==> src/hw/psb_pkg.sv <==
// constants, map layout and state codes for the module sideband block
package psb_pkg;
  localparam int unsigned CLK_PERIOD_NS = 10;        // system clock period
  localparam int unsigned RESET_MIN_NS  = 10000;     // least reset pulse, ns
  localparam int unsigned RESET_MIN_CYC = (RESET_MIN_NS + CLK_PERIOD_NS - 1) / CLK_PERIOD_NS;
  localparam int unsigned INIT_NS       = 2000000;   // management init time, ns
  localparam int unsigned INIT_CYC      = (INIT_NS + CLK_PERIOD_NS - 1) / CLK_PERIOD_NS;
  localparam int          RST_W         = 16;        // reset filter counter width
  localparam int          INIT_W        = 18;        // init counter width
  localparam int          NUM_CHAN      = 8;         // channel count
  localparam logic [6:0]  DEV_ADDR      = 7'h50;     // serial bus device address
  localparam logic [7:0]  ID_VALUE      = 8'h5a;     // identity byte, value arbitrary
  localparam logic [3:0]  BYTE_BITS     = 4'h8;      // bits per byte
  localparam logic [3:0]  LAST_BIT      = 4'h7;      // last data bit index
  // map byte indices
  localparam logic [2:0]  MAP_STATUS    = 3'h0;      // status, read clears done flag
  localparam logic [2:0]  MAP_CONTROL   = 3'h1;      // power control
  localparam logic [2:0]  MAP_CHAN_OFF  = 3'h2;      // channel shutdown mask
  localparam logic [2:0]  MAP_FAULT_LAT = 3'h3;      // latched faults, clear on read
  localparam logic [2:0]  MAP_FAULT_NOW = 3'h4;      // live faults
  localparam logic [2:0]  MAP_ID        = 3'h5;      // identity byte
  // field positions
  localparam int          ST_NOT_READY  = 0;         // status: data not ready
  localparam int          ST_DONE       = 1;         // status: reset-done flag
  localparam int          ST_INIT_SW    = 2;         // status: software init mode
  localparam int          ST_HIGH_PWR   = 3;         // status: high power state
  localparam int          CTL_HP_EN     = 0;         // control: enable high power
  // reset values
  localparam logic [7:0]  CONTROL_RST   = 8'h00;     // control default
  localparam logic [7:0]  CHAN_OFF_RST  = 8'h00;     // all channels on
  typedef enum logic [6:0] {
    PSB_IDLE  = 7'h01,                                // waiting for start
    PSB_ADDR  = 7'h02,                                // shifting address byte
    PSB_AACK  = 7'h04,                                // address acknowledge
    PSB_WDATA = 7'h08,                                // shifting write byte
    PSB_WACK  = 7'h10,                                // write acknowledge
    PSB_READ  = 7'h20,                                // driving read byte
    PSB_RACK  = 7'h40                                 // host acknowledge slot
  } psb_bus_st_t;
endpackage

==> src/hw/psb_sync2.sv <==
// two flip-flop synchroniser for one pin level
module psb_sync2 (
  input  wire logic clk_sys_i,  // system clock
  input  wire logic reset_i,    // synchronous reset, active high
  input  wire logic rst_val_i,  // idle level loaded in reset, tied by parent
  input  wire logic d_i,        // asynchronous level
  output logic      q_o         // synchronised level
);
  typedef struct packed {
    logic meta;                 // first stage, read only by second stage
    logic q;                    // second stage
  } psb_sync_t;
  psb_sync_t r_reg;             // state
  psb_sync_t r_next;            // next state

  // shift the level through both stages
  always_comb begin
    r_next.meta = d_i;
    r_next.q    = r_reg.meta;
  end

  // reset to the idle level given by the parent as a constant
  always_ff @(posedge clk_sys_i) begin
    if (reset_i) begin
      r_reg <= {rst_val_i, rst_val_i};
    end else begin
      r_reg <= r_next;
    end
  end

  assign q_o = r_reg.q;
endmodule

==> src/hw/psb_sideband.sv <==
// module-side low-speed sideband: select, reset, init mode, present, attention, serial map
module psb_sideband #(
  parameter int unsigned RESET_MIN_CYCLES = psb_pkg::RESET_MIN_CYC, // least reset low
  parameter int unsigned INIT_CYCLES      = psb_pkg::INIT_CYC       // init duration
) (
  input  wire logic                          clk_sys_i,            // 100 MHz clock
  input  wire logic                          reset_i,              // power-up reset
  input  wire logic                          module_select_n_i,    // select pin, low active
  input  wire logic                          module_reset_n_i,     // reset pin, low active
  input  wire logic                          init_control_select_i,// init mode pin level
  input  wire logic                          init_control_driven_i,// host drives init pin
  input  wire logic                          scl_i,                // serial clock pin
  input  wire logic                          sda_i,                // serial data pin in
  output logic                               sda_o,                // serial data out, low
  output logic                               sda_oe_o,             // serial data pull low
  input  wire logic [psb_pkg::NUM_CHAN-1:0]  fault_i,              // internal fault levels
  output logic                               attention_n_o,        // attention out level
  output logic                               attention_oe_o,       // attention sinks
  output logic                               module_present_n_o,   // present out level
  output logic                               module_present_oe_o,  // present sinks
  output logic                               high_power_o,         // high power state
  output logic                               not_ready_o,          // init in progress
  output logic [psb_pkg::NUM_CHAN-1:0]       chan_shutdown_o       // channel off mask
);
  typedef struct packed {
    psb_pkg::psb_bus_st_t         st;        // serial bus state
    logic [3:0]                   bitcnt;    // bit counter
    logic [7:0]                   shreg;     // byte shifter
    logic                         rw;        // read transfer
    logic                         ptr_set;   // pointer byte already taken
    logic                         acked;     // host acked last read byte
    logic [2:0]                   ptr;       // map pointer
    logic                         sda_low;   // pulling data low
    logic                         scl_d;     // previous clock sample
    logic                         sda_d;     // previous data sample
    logic [psb_pkg::RST_W-1:0]    rst_cnt;   // reset low time
    logic                         pin_rst;   // qualified pin reset
    logic [psb_pkg::INIT_W-1:0]   init_cnt;  // init timer
    logic                         not_ready; // management not ready
    logic                         done;      // reset-done flag
    logic                         hp_en;     // software high power enable
    logic [psb_pkg::NUM_CHAN-1:0] chan_off;  // shutdown mask
    logic [psb_pkg::NUM_CHAN-1:0] flt_lat;   // latched faults
    logic [psb_pkg::NUM_CHAN-1:0] flt_d;     // previous faults
    logic                         high_pwr;  // power state
    logic                         attn;      // attention driven
    logic                         present;   // present driven
  } psb_state_t;

  psb_state_t r_reg;   // state
  psb_state_t r_next;  // next state
  logic       sel_n_s; // synced select
  logic       rst_n_s; // synced reset pin
  logic       init_s;  // synced init mode, 1 = software
  logic       scl_s;   // synced serial clock
  logic       sda_s;   // synced serial data
  logic       init_pad;// pad level with pull-up
  logic       wr_chan; // channel mask written this cycle

  // internal pull-up: a floating pin reads high
  assign init_pad = init_control_driven_i ? init_control_select_i : 1'b1;

  psb_sync2 u_sel  (.clk_sys_i(clk_sys_i), .reset_i(reset_i), .rst_val_i(1'b1),
                    .d_i(module_select_n_i), .q_o(sel_n_s));
  psb_sync2 u_rst  (.clk_sys_i(clk_sys_i), .reset_i(reset_i), .rst_val_i(1'b1),
                    .d_i(module_reset_n_i), .q_o(rst_n_s));
  psb_sync2 u_init (.clk_sys_i(clk_sys_i), .reset_i(reset_i), .rst_val_i(1'b1),
                    .d_i(init_pad), .q_o(init_s));
  psb_sync2 u_scl  (.clk_sys_i(clk_sys_i), .reset_i(reset_i), .rst_val_i(1'b1),
                    .d_i(scl_i), .q_o(scl_s));
  psb_sync2 u_sda  (.clk_sys_i(clk_sys_i), .reset_i(reset_i), .rst_val_i(1'b1),
                    .d_i(sda_i), .q_o(sda_s));

  // map read mux, pointer is three bits so upper bytes read as zero
  function automatic logic [7:0] map_rd(input psb_state_t s, input logic isw);
    logic [7:0] v;
    v = 8'h00;
    case (s.ptr)
      psb_pkg::MAP_STATUS: begin
        v[psb_pkg::ST_NOT_READY] = s.not_ready;
        v[psb_pkg::ST_DONE]      = s.done;
        v[psb_pkg::ST_INIT_SW]   = isw;
        v[psb_pkg::ST_HIGH_PWR]  = s.high_pwr;
      end
      psb_pkg::MAP_CONTROL:   v[psb_pkg::CTL_HP_EN] = s.hp_en;
      psb_pkg::MAP_CHAN_OFF:  v = s.chan_off;
      psb_pkg::MAP_FAULT_LAT: v = s.flt_lat;
      psb_pkg::MAP_FAULT_NOW: v = s.flt_d;
      psb_pkg::MAP_ID:        v = psb_pkg::ID_VALUE;
      default:                v = 8'h00;
    endcase
    return v;
  endfunction

  // all next-state logic
  always_comb begin
    logic scl_rise;
    logic scl_fall;
    logic start;
    logic stop;
    logic rd_load;
    logic [psb_pkg::NUM_CHAN-1:0] flt_rise;
    logic [7:0] rd_byte;
    scl_rise = 1'b0;
    scl_fall = 1'b0;
    start    = 1'b0;
    stop     = 1'b0;
    rd_load  = 1'b0;
    flt_rise = '0;
    rd_byte  = 8'h00;
    wr_chan  = 1'b0;
    r_next   = r_reg;
    r_next.scl_d = scl_s;
    r_next.sda_d = sda_s;
    r_next.flt_d = fault_i;
    scl_rise = scl_s & ~r_reg.scl_d;
    scl_fall = ~scl_s & r_reg.scl_d;
    start    = scl_s & r_reg.scl_d & r_reg.sda_d & ~sda_s;
    stop     = scl_s & r_reg.scl_d & ~r_reg.sda_d & sda_s;
    flt_rise = fault_i & ~r_reg.flt_d;
    rd_byte  = map_rd(r_reg, init_s);

    // serial bus slave, only while selected
    if (sel_n_s) begin
      r_next.st      = psb_pkg::PSB_IDLE;   // deselected: ignore and release
      r_next.sda_low = 1'b0;
    end else if (start) begin
      r_next.st      = psb_pkg::PSB_ADDR;
      r_next.bitcnt  = 4'h0;
      r_next.sda_low = 1'b0;
    end else if (stop) begin
      r_next.st      = psb_pkg::PSB_IDLE;
      r_next.sda_low = 1'b0;
    end else if (scl_rise) begin
      case (r_reg.st)
        psb_pkg::PSB_ADDR, psb_pkg::PSB_WDATA: begin
          r_next.shreg  = {r_reg.shreg[6:0], sda_s};
          r_next.bitcnt = r_reg.bitcnt + 4'h1;
        end
        psb_pkg::PSB_RACK: r_next.acked = ~sda_s;
        default: ;
      endcase
    end else if (scl_fall) begin
      case (r_reg.st)
        psb_pkg::PSB_ADDR: begin
          if (r_reg.bitcnt == psb_pkg::BYTE_BITS) begin
            if (r_reg.shreg[7:1] == psb_pkg::DEV_ADDR) begin
              r_next.st      = psb_pkg::PSB_AACK;
              r_next.rw      = r_reg.shreg[0];
              r_next.sda_low = 1'b1;
            end else begin
              r_next.st = psb_pkg::PSB_IDLE;  // other address: stay off the bus
            end
          end
        end
        psb_pkg::PSB_AACK: begin
          r_next.bitcnt = 4'h0;
          if (r_reg.rw) begin
            rd_load = 1'b1;
          end else begin
            r_next.st      = psb_pkg::PSB_WDATA;
            r_next.ptr_set = 1'b0;
            r_next.sda_low = 1'b0;
          end
        end
        psb_pkg::PSB_WDATA: begin
          if (r_reg.bitcnt == psb_pkg::BYTE_BITS) begin
            r_next.st      = psb_pkg::PSB_WACK;
            r_next.sda_low = 1'b1;
            if (!r_reg.ptr_set) begin
              r_next.ptr     = r_reg.shreg[2:0];
              r_next.ptr_set = 1'b1;
            end else begin
              r_next.ptr = r_reg.ptr + 3'h1;
              if (r_reg.ptr == psb_pkg::MAP_CONTROL) begin
                r_next.hp_en = r_reg.shreg[psb_pkg::CTL_HP_EN];
              end
              if (r_reg.ptr == psb_pkg::MAP_CHAN_OFF) begin
                r_next.chan_off = r_reg.shreg;
                wr_chan         = 1'b1;
              end
            end
          end
        end
        psb_pkg::PSB_WACK: begin
          r_next.st      = psb_pkg::PSB_WDATA;
          r_next.bitcnt  = 4'h0;
          r_next.sda_low = 1'b0;
        end
        psb_pkg::PSB_READ: begin
          if (r_reg.bitcnt == psb_pkg::LAST_BIT) begin
            r_next.st      = psb_pkg::PSB_RACK;
            r_next.sda_low = 1'b0;
            r_next.ptr     = r_reg.ptr + 3'h1;
          end else begin
            r_next.bitcnt  = r_reg.bitcnt + 4'h1;
            r_next.shreg   = {r_reg.shreg[6:0], 1'b0};
            r_next.sda_low = ~r_reg.shreg[6];
          end
        end
        psb_pkg::PSB_RACK: begin
          r_next.bitcnt = 4'h0;
          if (r_reg.acked) begin
            rd_load = 1'b1;
          end else begin
            r_next.st = psb_pkg::PSB_IDLE;      // host nacked: wait for stop
          end
        end
        default: r_next.st = psb_pkg::PSB_IDLE;
      endcase
    end

    // load a read byte and apply read side effects; a new event wins
    if (rd_load) begin
      r_next.st      = psb_pkg::PSB_READ;
      r_next.shreg   = rd_byte;
      r_next.sda_low = ~rd_byte[7];
      if (r_reg.ptr == psb_pkg::MAP_STATUS) begin
        r_next.done = 1'b0;
      end
      if (r_reg.ptr == psb_pkg::MAP_FAULT_LAT) begin
        r_next.flt_lat = '0;
      end
    end
    r_next.flt_lat = r_next.flt_lat | flt_rise; // set beats clear-on-read

    // init timer; completion posts the reset-done flag
    if (r_reg.not_ready) begin
      if (r_reg.init_cnt >= psb_pkg::INIT_W'(INIT_CYCLES - 1)) begin
        r_next.not_ready = 1'b0;
        r_next.done      = 1'b1;
      end else begin
        r_next.init_cnt = r_reg.init_cnt + psb_pkg::INIT_W'(1);
      end
    end

    // power state: software mode waits for enable, hardware mode goes
    r_next.high_pwr = ~r_reg.not_ready & (~init_s | r_reg.hp_en);

    // attention sinks for a fault or reset done, else floats
    r_next.attn    = r_reg.done | (|r_reg.flt_lat);
    r_next.present = 1'b1;

    // reset pin filter: short low pulses never reach the logic
    if (!rst_n_s) begin
      if (r_reg.rst_cnt >= psb_pkg::RST_W'(RESET_MIN_CYCLES - 1)) begin
        r_next.pin_rst = 1'b1;
      end else begin
        r_next.rst_cnt = r_reg.rst_cnt + psb_pkg::RST_W'(1);
      end
    end else begin
      r_next.rst_cnt = '0;
      r_next.pin_rst = 1'b0;
    end

    // qualified reset: every setting back to default
    if (r_reg.pin_rst) begin
      r_next.st        = psb_pkg::PSB_IDLE;
      r_next.sda_low   = 1'b0;
      r_next.ptr       = 3'h0;
      r_next.init_cnt  = '0;
      r_next.not_ready = 1'b1;
      r_next.done      = 1'b0;
      r_next.hp_en     = psb_pkg::CONTROL_RST[psb_pkg::CTL_HP_EN];
      r_next.chan_off  = psb_pkg::CHAN_OFF_RST;
      r_next.flt_lat   = '0;
      r_next.high_pwr  = 1'b0;
      r_next.attn      = 1'b0;
    end
  end

  // register the state; power-up starts the init timer on its own
  always_ff @(posedge clk_sys_i) begin
    if (reset_i) begin
      r_reg           <= '0;
      r_reg.st        <= psb_pkg::PSB_IDLE;
      r_reg.scl_d     <= 1'b1;
      r_reg.sda_d     <= 1'b1;
      r_reg.not_ready <= 1'b1;
      r_reg.chan_off  <= psb_pkg::CHAN_OFF_RST;
    end else begin
      r_reg <= r_next;
    end
  end

  // open-drain pins drive only low
  assign sda_o               = 1'b0;
  assign sda_oe_o            = r_reg.sda_low;
  assign attention_n_o       = 1'b0;
  assign attention_oe_o      = r_reg.attn;
  assign module_present_n_o  = 1'b0;
  assign module_present_oe_o = r_reg.present;
  assign high_power_o        = r_reg.high_pwr;
  assign not_ready_o         = r_reg.not_ready;
  assign chan_shutdown_o     = r_reg.chan_off;
endmodule

==> config.mk <==
export PLATFORM = sky130hd
export DESIGN_NAME = psb_sideband
export DESIGN_NICKNAME = d
export VERILOG_FILES = /design/src/hw/psb_pkg.sv /design/src/hw/psb_sync2.sv /design/src/hw/psb_sideband.sv
export SDC_FILE = /design/constraint.sdc
export NUM_CORES = 1
export LEC_CHECK = 0
export ABC_CLOCK_PERIOD_IN_PS = 5400
export BUFFER_PORTS_ARGS = -buffer_cell sky130_fd_sc_hd__buf_4
export CORE_UTILIZATION = 31
export DETAILED_ROUTE_END_ITERATION = 10
export PLACE_DENSITY = 0.48
export SLEW_MARGIN = 20
export SYNTH_ARGS = -nofsm -noshare
export SYNTH_HDL_FRONTEND = slang
export SYNTH_HIERARCHICAL = 1
export SYNTH_SLANG_ARGS = --single-unit
==> constraint.sdc <==
create_clock -name clk_sys_i -period 5.4 [get_ports clk_sys_i]
set_clock_uncertainty 0.05 [all_clocks]
set_input_delay 0.27 -clock clk_sys_i [delete_from_list [all_inputs] [get_ports clk_sys_i]]
set_output_delay 0.27 -clock clk_sys_i [all_outputs]
set_load 0.02 [all_outputs]
; ---- Word-level counts from Yosys, hierarchy flattened
; Index checks and enable logic that the tools add are counted.
[word_totals]
ff_bits = 103
[classes]
muxes = 70
n_bitwise = 27
add_sub_neg = 4
reduce_logical = 35
eq_ne = 41
magnitude_cmp = 2
[ops]
columns = operator, n
row1 = $mux 21, 5
row2 = $ne 6x5->1 const B, 11
row3 = $pmux 7 s6, 1
row4 = $mux 12, 3
row5 = $mux 7, 5
row6 = $reduce_and 7->1, 5
row7 = $reduce_bool 5->1, 7
row8 = $mux 8, 4
row9 = $ne 5x4->1 const B, 6
row10 = $mux 14, 2
row11 = $mux 1, 24
row12 = $mux 4, 6
row13 = $mux 6, 4
row14 = $reduce_and 8->1, 3
row15 = $add 18x1->18 const B, 1
row16 = $ge 18x18->1 const B, 1
row17 = $mux 18, 1
row18 = $reduce_and 9->1, 2
row19 = $add 16x1->16 const B, 1
row20 = $ge 16x10->1 const B, 1
row21 = $pmux 4 s4, 1
row22 = $pmux 3 s5, 1
row23 = $eq 7x7->1 const B, 2
row24 = $not 1->1, 14
row25 = 43 further kinds, 68

; ---- Longest topological paths before layout
; Gate-level depths: netlist of run 1.
[depth]
depth_word = 14
ltp_mapped = 9

; ---- By module
; Netlist of run 1, hierarchy kept.
[by_module_without_submodules]
columns = module, area_each_um2, cells_per_inst, instances
row1 = psb_sideband, 5059.9, 596, 1
row2 = psb_sync2, 62.6, 4, 5

; ---- Worst setup path before layout of run 1
; Ideal clock, no wire load.
[synth_timing]
kind = reg-to-reg
startpoint = register r_reg[66] (netlist bit)
endpoint = register r_reg (netlist bit chan_shutdown_o[0])
setup_time_ns = 0.128
t_required_ns = 5.222
n_path_buf = 2
path_stages_with_launch = 10
period_less_slack_ns = 2.326
arrival_ns = 2.148
path_slack_ns = 3.074
cell_sequence = dfxtp_1 -> inv_1 -> ha_1 -> buf_2 -> or3b_1 -> a2111oi_4 -> and4_1 -> buf_4 -> mux2i_1 -> nor2_1
[synth_via]
elab_chain_cells = 5
word_cells_on_any_way = 12
[synth_rtl]
columns = element, line_no
row1 = "start, declared", psb_sideband.sv:50  ; psb_state_t r_reg;
row2 = "start signal, assigned", psb_sideband.sv:282  ; r_reg <= r_next;
row3 = $and 1x1->1, "psb_sideband.sv:118, psb_sideband.sv:119"
row4 = "$and 1x1->1, on equally long branches (2 in series)", "psb_sideband.sv:119, psb_sideband.sv:118"
row5 = $not 1->1 (no line), --
row6 = $reduce_and 9->1 (no line) *, --
; Every way passes the cells marked *; elsewhere a longest branch is shown, timed or not.
; A chain may end at the register's enable or synchronous reset.

; ---- Final worst setup path of run 1
[layout_timing]
startpoint = register r_reg[66] (netlist bit)
endpoint = register r_reg (netlist bit chan_shutdown_o[7])
; Same word-level chain as after synthesis.

==> results.md, run 1 <==
* Status: completed
* Layout cell share with drive strength beyond 1 at 11.87%
* Primary FF master, synth: dfxtp_1
* Max-slew violations at 0
* Via count at 4531
* Largest stage delay, worst path at 0.53 ns
* Startpoint of the worst hold path: fault_i[4]
* RR Endpoint: chan_shutdown_o[7]
* Syn Area/Cell at 8.722 um^2
* Starting Density at 32.06%
* Worst R2R Start: r_reg[66]
* FF+latch count, synth at approximately 100
* First-pass GRT wire length at 22200 um
* Worst setup margin at 2.665 ns
* Synth top area share at a little under two fifths
* Clock tree buffer depth at 2
* Met3 Use GR at 3.577%
* Largest net degree at the start of global routing at 51
* CP Cell Sequence: inv_1 > ha_1 > or3b_1 > a2111oi_4 > and4_1 > mux2i_1 > nor2_1
* Number of buffers created by CTS at 9
* Max reg flops at 80
* Hold_buf cts at 0
* WL final at ~13000 um
* Number of synthesized flops with an enable pin at 0
* Global route hottest layer: met2
* CTS Root Buffer Type: clkbuf_16
* RD Place Congestion at around 0.85
* Post-route DRC at 0
* GRT overflow at 0
* Nets at 655
* Vias in the first global route at 4382
* Antenna Cells at 0
* Core ar. at roughly 0.017 mm^2
* Worst setup path start: r_reg[66]
* Cells after DPL at 836
* Count of final hold-check violations at 0
* Post-DP HPWL at 9368 um
* Top cells by area, synth: dfxtp_1 38%, mux2i_1 6.1%, a21oi_1 4.2%
* Number of library cell types mapped by synthesis at 70
* R2R depth at 7
* Pleak at 0.002162 uW
* PortBufs at 28
* DR WL/cell at 15.50 um
* Sequential cell area fraction in the yosys report at between 30% and 40%
* Skew-Pair Late Insertion Delay at 0.35 ns
* Power Density at approximately 260 mW/mm^2
* Critical path launch point type: flop
* Yosys top cell by area: dfxtp_1
* Crit end category: flop
* Met2 usage at 25.09%
* Iteration count of the initial detailed-routing pass at 5
* RSZ-0062 raised after global routing: no
* Finished Core Util at 35.71%
* Async SR Flop Fraction at 0%
* Worst IR Drop VDD at 0.1797 mV
* Setup violations, final at 0
* Clock sinks at 103
* Min-delay worst type: input port to flop
* Crit path max fanout at 10
* Total of max-cap violations at 0
* GR Util met1 at 20.26%
* Reg2Reg Setup Slack at 2.66 ns
* Starting DRC count in detailed routing at 332
* IO Pins at 32
* Die Span X at 133.6 um
* H-tree Lvls at 3
* Worst EP required at 5.55 ns
* Post-synthesis cell count at 616
* Die Span Y at 133.6 um
* Worst endpoint data arrival time at 2.88 ns
* Synth warnings at 6
* Hold_ws at 0.08919 ns
* P&R area growth vs syn at 11.41%
* WS Path Type: flop to flop
* CTS tree: done
* Num rows at 47
* Tightest Pin Transition at between 1 and 1.5 ns
* Worst slack, placed at 2.681 ns
* Number of gates resized after CTS at 0
* GRT Util Overall at 15.50%
* DR vias/cell at 5.318
* Setup TNS at 0 ns
* CP max stage cell: and4_1
* Fin crit share at 50.65%
* Worst-path clk slew at 0.07 ns
* Critical Path End: chan_shutdown_o[7]
* Non-Filler Instances at about 850
* Max Freq at 365.6 MHz
* Postcts setup bufs at 0
* DIE AREA at roughly 0.018 mm^2
* Syn Std Cell Area at roughly 0.0054 mm^2
* Relative slew slack at 29.52%
* Antenna violations before repair at 0
* Minimum clock period at 2.735 ns
* Remaining antenna violation count at 0
cell usage after synthesis (5+ instances only):
cell type  count
dfxtp_1      103
nand2_1       56
a21oi_1       45
nor2_1        44
mux2i_1       33
nor2b_1       24
nand3_1       22
clkbuf_1      20
or3_1         20
inv_1         19
and2_1        12
buf_4         12
ha_1          12
a31oi_1       11
mux2_2        11
nand4_1       11
o21ai_0        9
nand2b_1       8
nor3_1         8
nor4_1         8
o211ai_1       8
or4_1          7
a211oi_1       6
a222oi_1       6
o31ai_1        6
a21o_1         5
buf_2          5
nand3b_1       5
xnor2_1        5
cells in the final DEF, fill, tap and decap left out, types with 5 or more instances in the layout:
cell type,count
nor4_1,8
nor2b_1,24
nand2_1,56
xnor2_1,5
nand2b_1,8
conb_1,13
o211ai_1,8
inv_1,19
o31ai_1,6
or4_1,7
dfxtp_1,103
nand4_1,11
nor3_1,8
nand3_1,22
a211oi_1,6
a21oi_1,45
o21ai_0,9
a222oi_1,6
and2_1,12
nand3b_1,5
mux2_2,11
ha_1,12
nor2_1,44
buf_4,29
mux2i_1,33
a31oi_1,11
or3_1,20
clkbuf_16,9
a21o_1,5
worst min-delay path by stage:
stage | cells past startpoint | slack, ns | to
6_report | 2 | 0.09 | r_reg[7]
5_1_grt | 2 | 0.08 | u_rst/r_next[0]
4_1_cts | 2 | 0.08 | r_reg[7]
3_5_place_dp | 1 | 0.39 | r_reg[63]
3_3_place_gp | 1 | 0.38 | r_reg[63]
2_1_floorplan | 1 | 0.35 | r_reg[10]
cells by family (layout without fill, tap and decap cells):
group                      Yosys count  count (layout)  share of synthesized area, %
AOI/OAI and AO/OA                  137             137                         18.05
xor gates and xnor gates             9               9                         1.467
adders and majority gates           12              12                         2.795
buffers and inverters               59              64                         5.356
DFF                                103             103                         38.38
muxes                               44              44                         8.454
other                                2              13                        0.1398
and+or+nand+nor                    250             250                         25.36
worst max-delay path: cells and delay by family (launching register included):
kind	cells	cell delay [ns]
mux	1	0.24
simple gates	3	1.10
buf+inv	1	0.06
fa+ha+maj	1	0.32
flops	1	0.36
compound gates	1	0.45
power breakdown:
part | total, uW | switching [uW] | internal [uW]
Sequential | 801 | 19.6 | 782
Clock | 646 | 295 | 351
Combinational | 138 | 81.5 | 56.7
Total | 1590 | 396 | 1190
cell type report:
class / instances / area, um^2
flip-flops and latches: 103 / 2062
clock buffers: 12 / 266.5
well taps: 220 / 275.3
inverters: 19 / 71.32
fillers: 1722 / 10770
multi-input cells: 465 / 3064
clock inverters: 4 / 28.78
repair buffers: 29 / 217.7
metrics by stage:
stage | instance area [um^2] | power [uW]
finish | 5986 | 1585
CTS | 5986 | 1610
detailed placement | 5690 | 956.3
global route | 5986 | 1657
floorplan | 5414 | 917.1
global placement | 5690 | 955.8
per-layer routing:
layer	part of all wire, %	routed length (um)
met1	49	6440
met2	46	6017
met3	3.7	490
met4	1.9	253
met5	0	0
Power figures use the tool's default switching activity.
==> run 2: changes to the inputs <==
--- a/config.mk
+++ b/config.mk
@@ -5,11 +5,12 @@
 export SDC_FILE = /design/constraint.sdc
 export NUM_CORES = 1
 export LEC_CHECK = 0
-export ABC_CLOCK_PERIOD_IN_PS = 5400
+export ABC_AREA = 1
+export ABC_CLOCK_PERIOD_IN_PS = 2410
 export BUFFER_PORTS_ARGS = -buffer_cell sky130_fd_sc_hd__buf_4
 export CORE_UTILIZATION = 31
 export DETAILED_ROUTE_END_ITERATION = 10
-export PLACE_DENSITY = 0.48
+export PLACE_DENSITY = 0.5
 export SLEW_MARGIN = 20
 export SYNTH_ARGS = -nofsm -noshare
 export SYNTH_HDL_FRONTEND = slang
==> constraint.sdc (replaced) <==
create_clock -name clk_sys_i -period 2.41 [get_ports clk_sys_i]
set_clock_uncertainty 0.05 [all_clocks]
set_input_delay 0.1205 -clock clk_sys_i [delete_from_list [all_inputs] [get_ports clk_sys_i]]
set_output_delay 0.1205 -clock clk_sys_i [all_outputs]
set_load 0.02 [all_outputs]
==> results.md, run 2 <==
* Worst IR Drop VDD at 0.3470 mV (+93%)
* Fillers at 1849 (+7.4%)
* Tightest Pin Transition at 0.6176 ns (-0.4371 ns)
* PortBufs at 28 (unchanged)
* Post-DP HPWL at 9886 um (+5.5%)
* RSZ-0062 raised after global routing: no
* Top post-synthesis cells by count: 211 x nand2_1, 111 x nor2_1, 103 x dfxtp_1
* FF+latch count, synth at 103 (unchanged)
* Critical path launch point type: flop
* GRT Util Overall at 15.56% (+0.052 points)
* Vias in the first global route at 4568 (+4.2%)
* Largest net degree at the start of global routing at 27 (-47%)
* Area of the multi-input gates at 0.002844 mm^2 (-7.2%)
* Yosys top cell by area: dfxtp_1
* WS Path Type: flop to flop
* Iteration count of the initial detailed-routing pass at 4 (-1)
* Nets at 874 (+33%)
* Post-route DRC at 0 (unchanged)
* Sw power at 1015 uW (+160%)
* Clock sinks at 103 (unchanged)
* Sequential cell area fraction in the yosys report at 37.93% (-0.45 points)
* IO Pins at 32 (unchanged)
* WL final at 13220 um (+0.16%)
* Setup violations, final at 0 (unchanged)
* First-pass GRT wire length at 22470 um (+1.2%)
* Comb pwr share at 10.6% (+1.9 points)
* Starting Density at 31.54% (-0.52 points)
* Commonest non-fill, non-tap cell in the layout: nand2_1
* Die Span Y at 134.4 um (+0.58%)
* RD Place Congestion at 0.8449 (-0.27%)
* Pleak at 0.002691 uW (+24%)
* Crit end category: flop
* Synth top area share at 37.93% (-0.45 points)
* H-tree Lvls at 3 (unchanged)
* Count of final hold-check violations at 0 (unchanged)
* P&R area growth vs syn at 15.58%
* CTS Root Buffer Type: clkbuf_16
* Non-Filler Instances at 1076 (+26%)
* Antenna violations before repair at 0 (unchanged)
* Primary FF master, synth: dfxtp_1
* Num rows at 48 (+2.1%)
* DR WL/cell at 12.29 um (-21%)
* Number of synthesized flops with an enable pin at 0 (unchanged)
* Cells after DPL at 1046 (+25%)
* Post-synthesis cell count at 806 (+31%)
* Power Density at 594.6 mW/mm^2 (+120%)
* CTS tree: done
* Max-slew violations at 0 (unchanged)
* Highest-count cells in the layout ignoring fill and taps: 211 x nand2_1, 111 x nor2_1, 103 x dfxtp_1
* Via count at 4914 (+8.5%)
* Relative slew slack at 58.67% (+29 points)
* Status: completed
* Top cells by area, synth: dfxtp_1 38%, nand2_1 15%, nor2_1 7.7%
* GRT overflow at 0 (unchanged)
* Most frequent cell after synthesis: nand2_1
* Starting DRC count in detailed routing at 312 (-6.0%)
* Clock power frac at 41.1% (+0.4 points)
* Syn Std Cell Area at 0.005436 mm^2 (+1.2%)
* Number of library cell types mapped by synthesis at 42 (-40%)
* Postcts setup bufs at 0 (unchanged)
* Register Area at 0.002062 mm^2 (unchanged)
* Worst EP required at 2.60 ns (-2.95 ns)
* Skew-Pair Late Insertion Delay at 0.36 ns (about the same)
* Syn Area/Cell at 6.745 um^2 (-23%)
* Switching Fraction at 27.16% (+2.2 points)
* DR vias/cell at 4.567 (-14%)
* DIE AREA at 0.01807 mm^2 (+1.2%)
* Clock tree buffer depth at 2 (unchanged)
* Antenna Cells at 0 (unchanged)
* Crit path max fanout at 8 (-2)
* Setup TNS at 0 ns (unchanged)
* Core ar. at 0.01724 mm^2 (+2.8%)
* Async SR Flop Fraction at 0% (unchanged)
* Fin crit share at 82.71% (+32 points)
* Synth warnings at 6 (unchanged)
* Share of power burned in registers at 48.3% (-2.2 points)
* Remaining antenna violation count at 0 (unchanged)
* Cell Int Power at 2721 uW (+130%)
* Minimum clock period at 1.993 ns (-0.7418 ns)
* Number of buffers created by CTS at 9 (unchanged)
* Die Span X at 134.4 um (+0.58%)
* Layout cell share with drive strength beyond 1 at 11.16% (-0.70 points)
* Max reg flops at 80 (unchanged)
* Worst endpoint data arrival time at 2.19 ns (-0.69 ns)
* Max Freq at 501.6 MHz (+37%)
* Min-delay worst type: input port to flop
* Total of max-cap violations at 0 (unchanged)
* Worst-path clk slew at 0.08 ns (about the same)
[run 2: kinds of logic after synthesis]
kind of cell | Yosys count | synth area share (%)
compound gates | 107 | 10.61
xor+xnor | 9 | 1.450
fa+ha+maj | 12 | 2.762
buf+inv | 133 | 10.17
flops | 103 | 37.93
other cells | 2 | 0.1381
simple gates | 440 | 36.94
[run 2: power groups by stage]
| stage | registers, uW | logic (uW) | clock network [uW] |
|---|---|---|---|
| 6_report | 1800 | 397 | 1530 |
| 5_1_grt | 1810 | 456 | 1660 |
| 4_1_cts | 1810 | 401 | 1590 |
| 3_5_place_dp | 1850 | 382 | 0 |
| 3_3_place_gp | 1850 | 382 | 0 |
| 2_1_floorplan | 1840 | 281 | 0 |
[run 2: layer usage]
| metal | vias up | GRT usage (%) | wire, um | part of all wire [%] |
|---|---|---|---|---|
| met4 | 0 | 4.994 | 200 | 1.5 |
| met2 | 81 | 24.01 | 5768 | 44 |
| met1 | 2194 | 21.15 | 6753 | 51 |
| met5 | - | 0 | 0 | 0 |
| met3 | 12 | 3.855 | 500 | 3.8 |
| li1 | 2627 | - | - | - |
[run 2: final timing paths]
kind | slack [ns] | end | start | depth (start not counted)
worst min register to register | 0.37 | u_rst/q_o | u_rst/r_next[0] | 2
worst max register to register | 0.42 | r_reg[84] | r_reg[66] | 13
worst max-delay path | 0.42 | r_reg[84] | r_reg[66] | 13
worst min-delay path | 0.07 | r_reg[76] | reset_i | 2
[run 2: critical path, stage by stage (launching register included)]
cell and delay (ns):
dfxtp_1 0.33, inv_1 0.06, ha_1 0.34, inv_2 0.15, nand2_1 0.18, nor2_1 0.08, nand3b_1 0.09, nand2_1 0.06
inv_2 0.07, nand2_1 0.06, nor2_2 0.14, nand2_1 0.07, nand2_1 0.13, nor2_1 0.07
[run 2: final cells by class]
cell class	count	area share [%]
multi-input combinational	576	45.26
sequential	103	32.82
clock inverter	7	1.235
clock buffer	9	3.584
inverter	110	6.571
timing repair buffer	46	6.053
tap	225	4.480
[run 2: per-stage QoR]
stage	worst slack [ns]	power, uW	util [%]	area [um^2]	hold WS (ns)
6_report	0.4166	3736	36.45	6284	0.07403
5_1_grt	0.1820	3925	36.45	6284	0.07749
4_1_cts	0.4104	3801	36.45	6284	0.07103
3_5_place_dp	0.4339	2227	33.89	5841	0.2639
3_3_place_gp	0.4164	2228	33.89	5841	0.2590
2_1_floorplan	0.6168	2118	-	5459	0.1736
[run 2: repair_timing]
item | 4_1_cts | 5_1_grt
endpoints found under the hold margin | 20 | 0
gates resized for setup | 0 | 0
hold buffers | 14 | 0
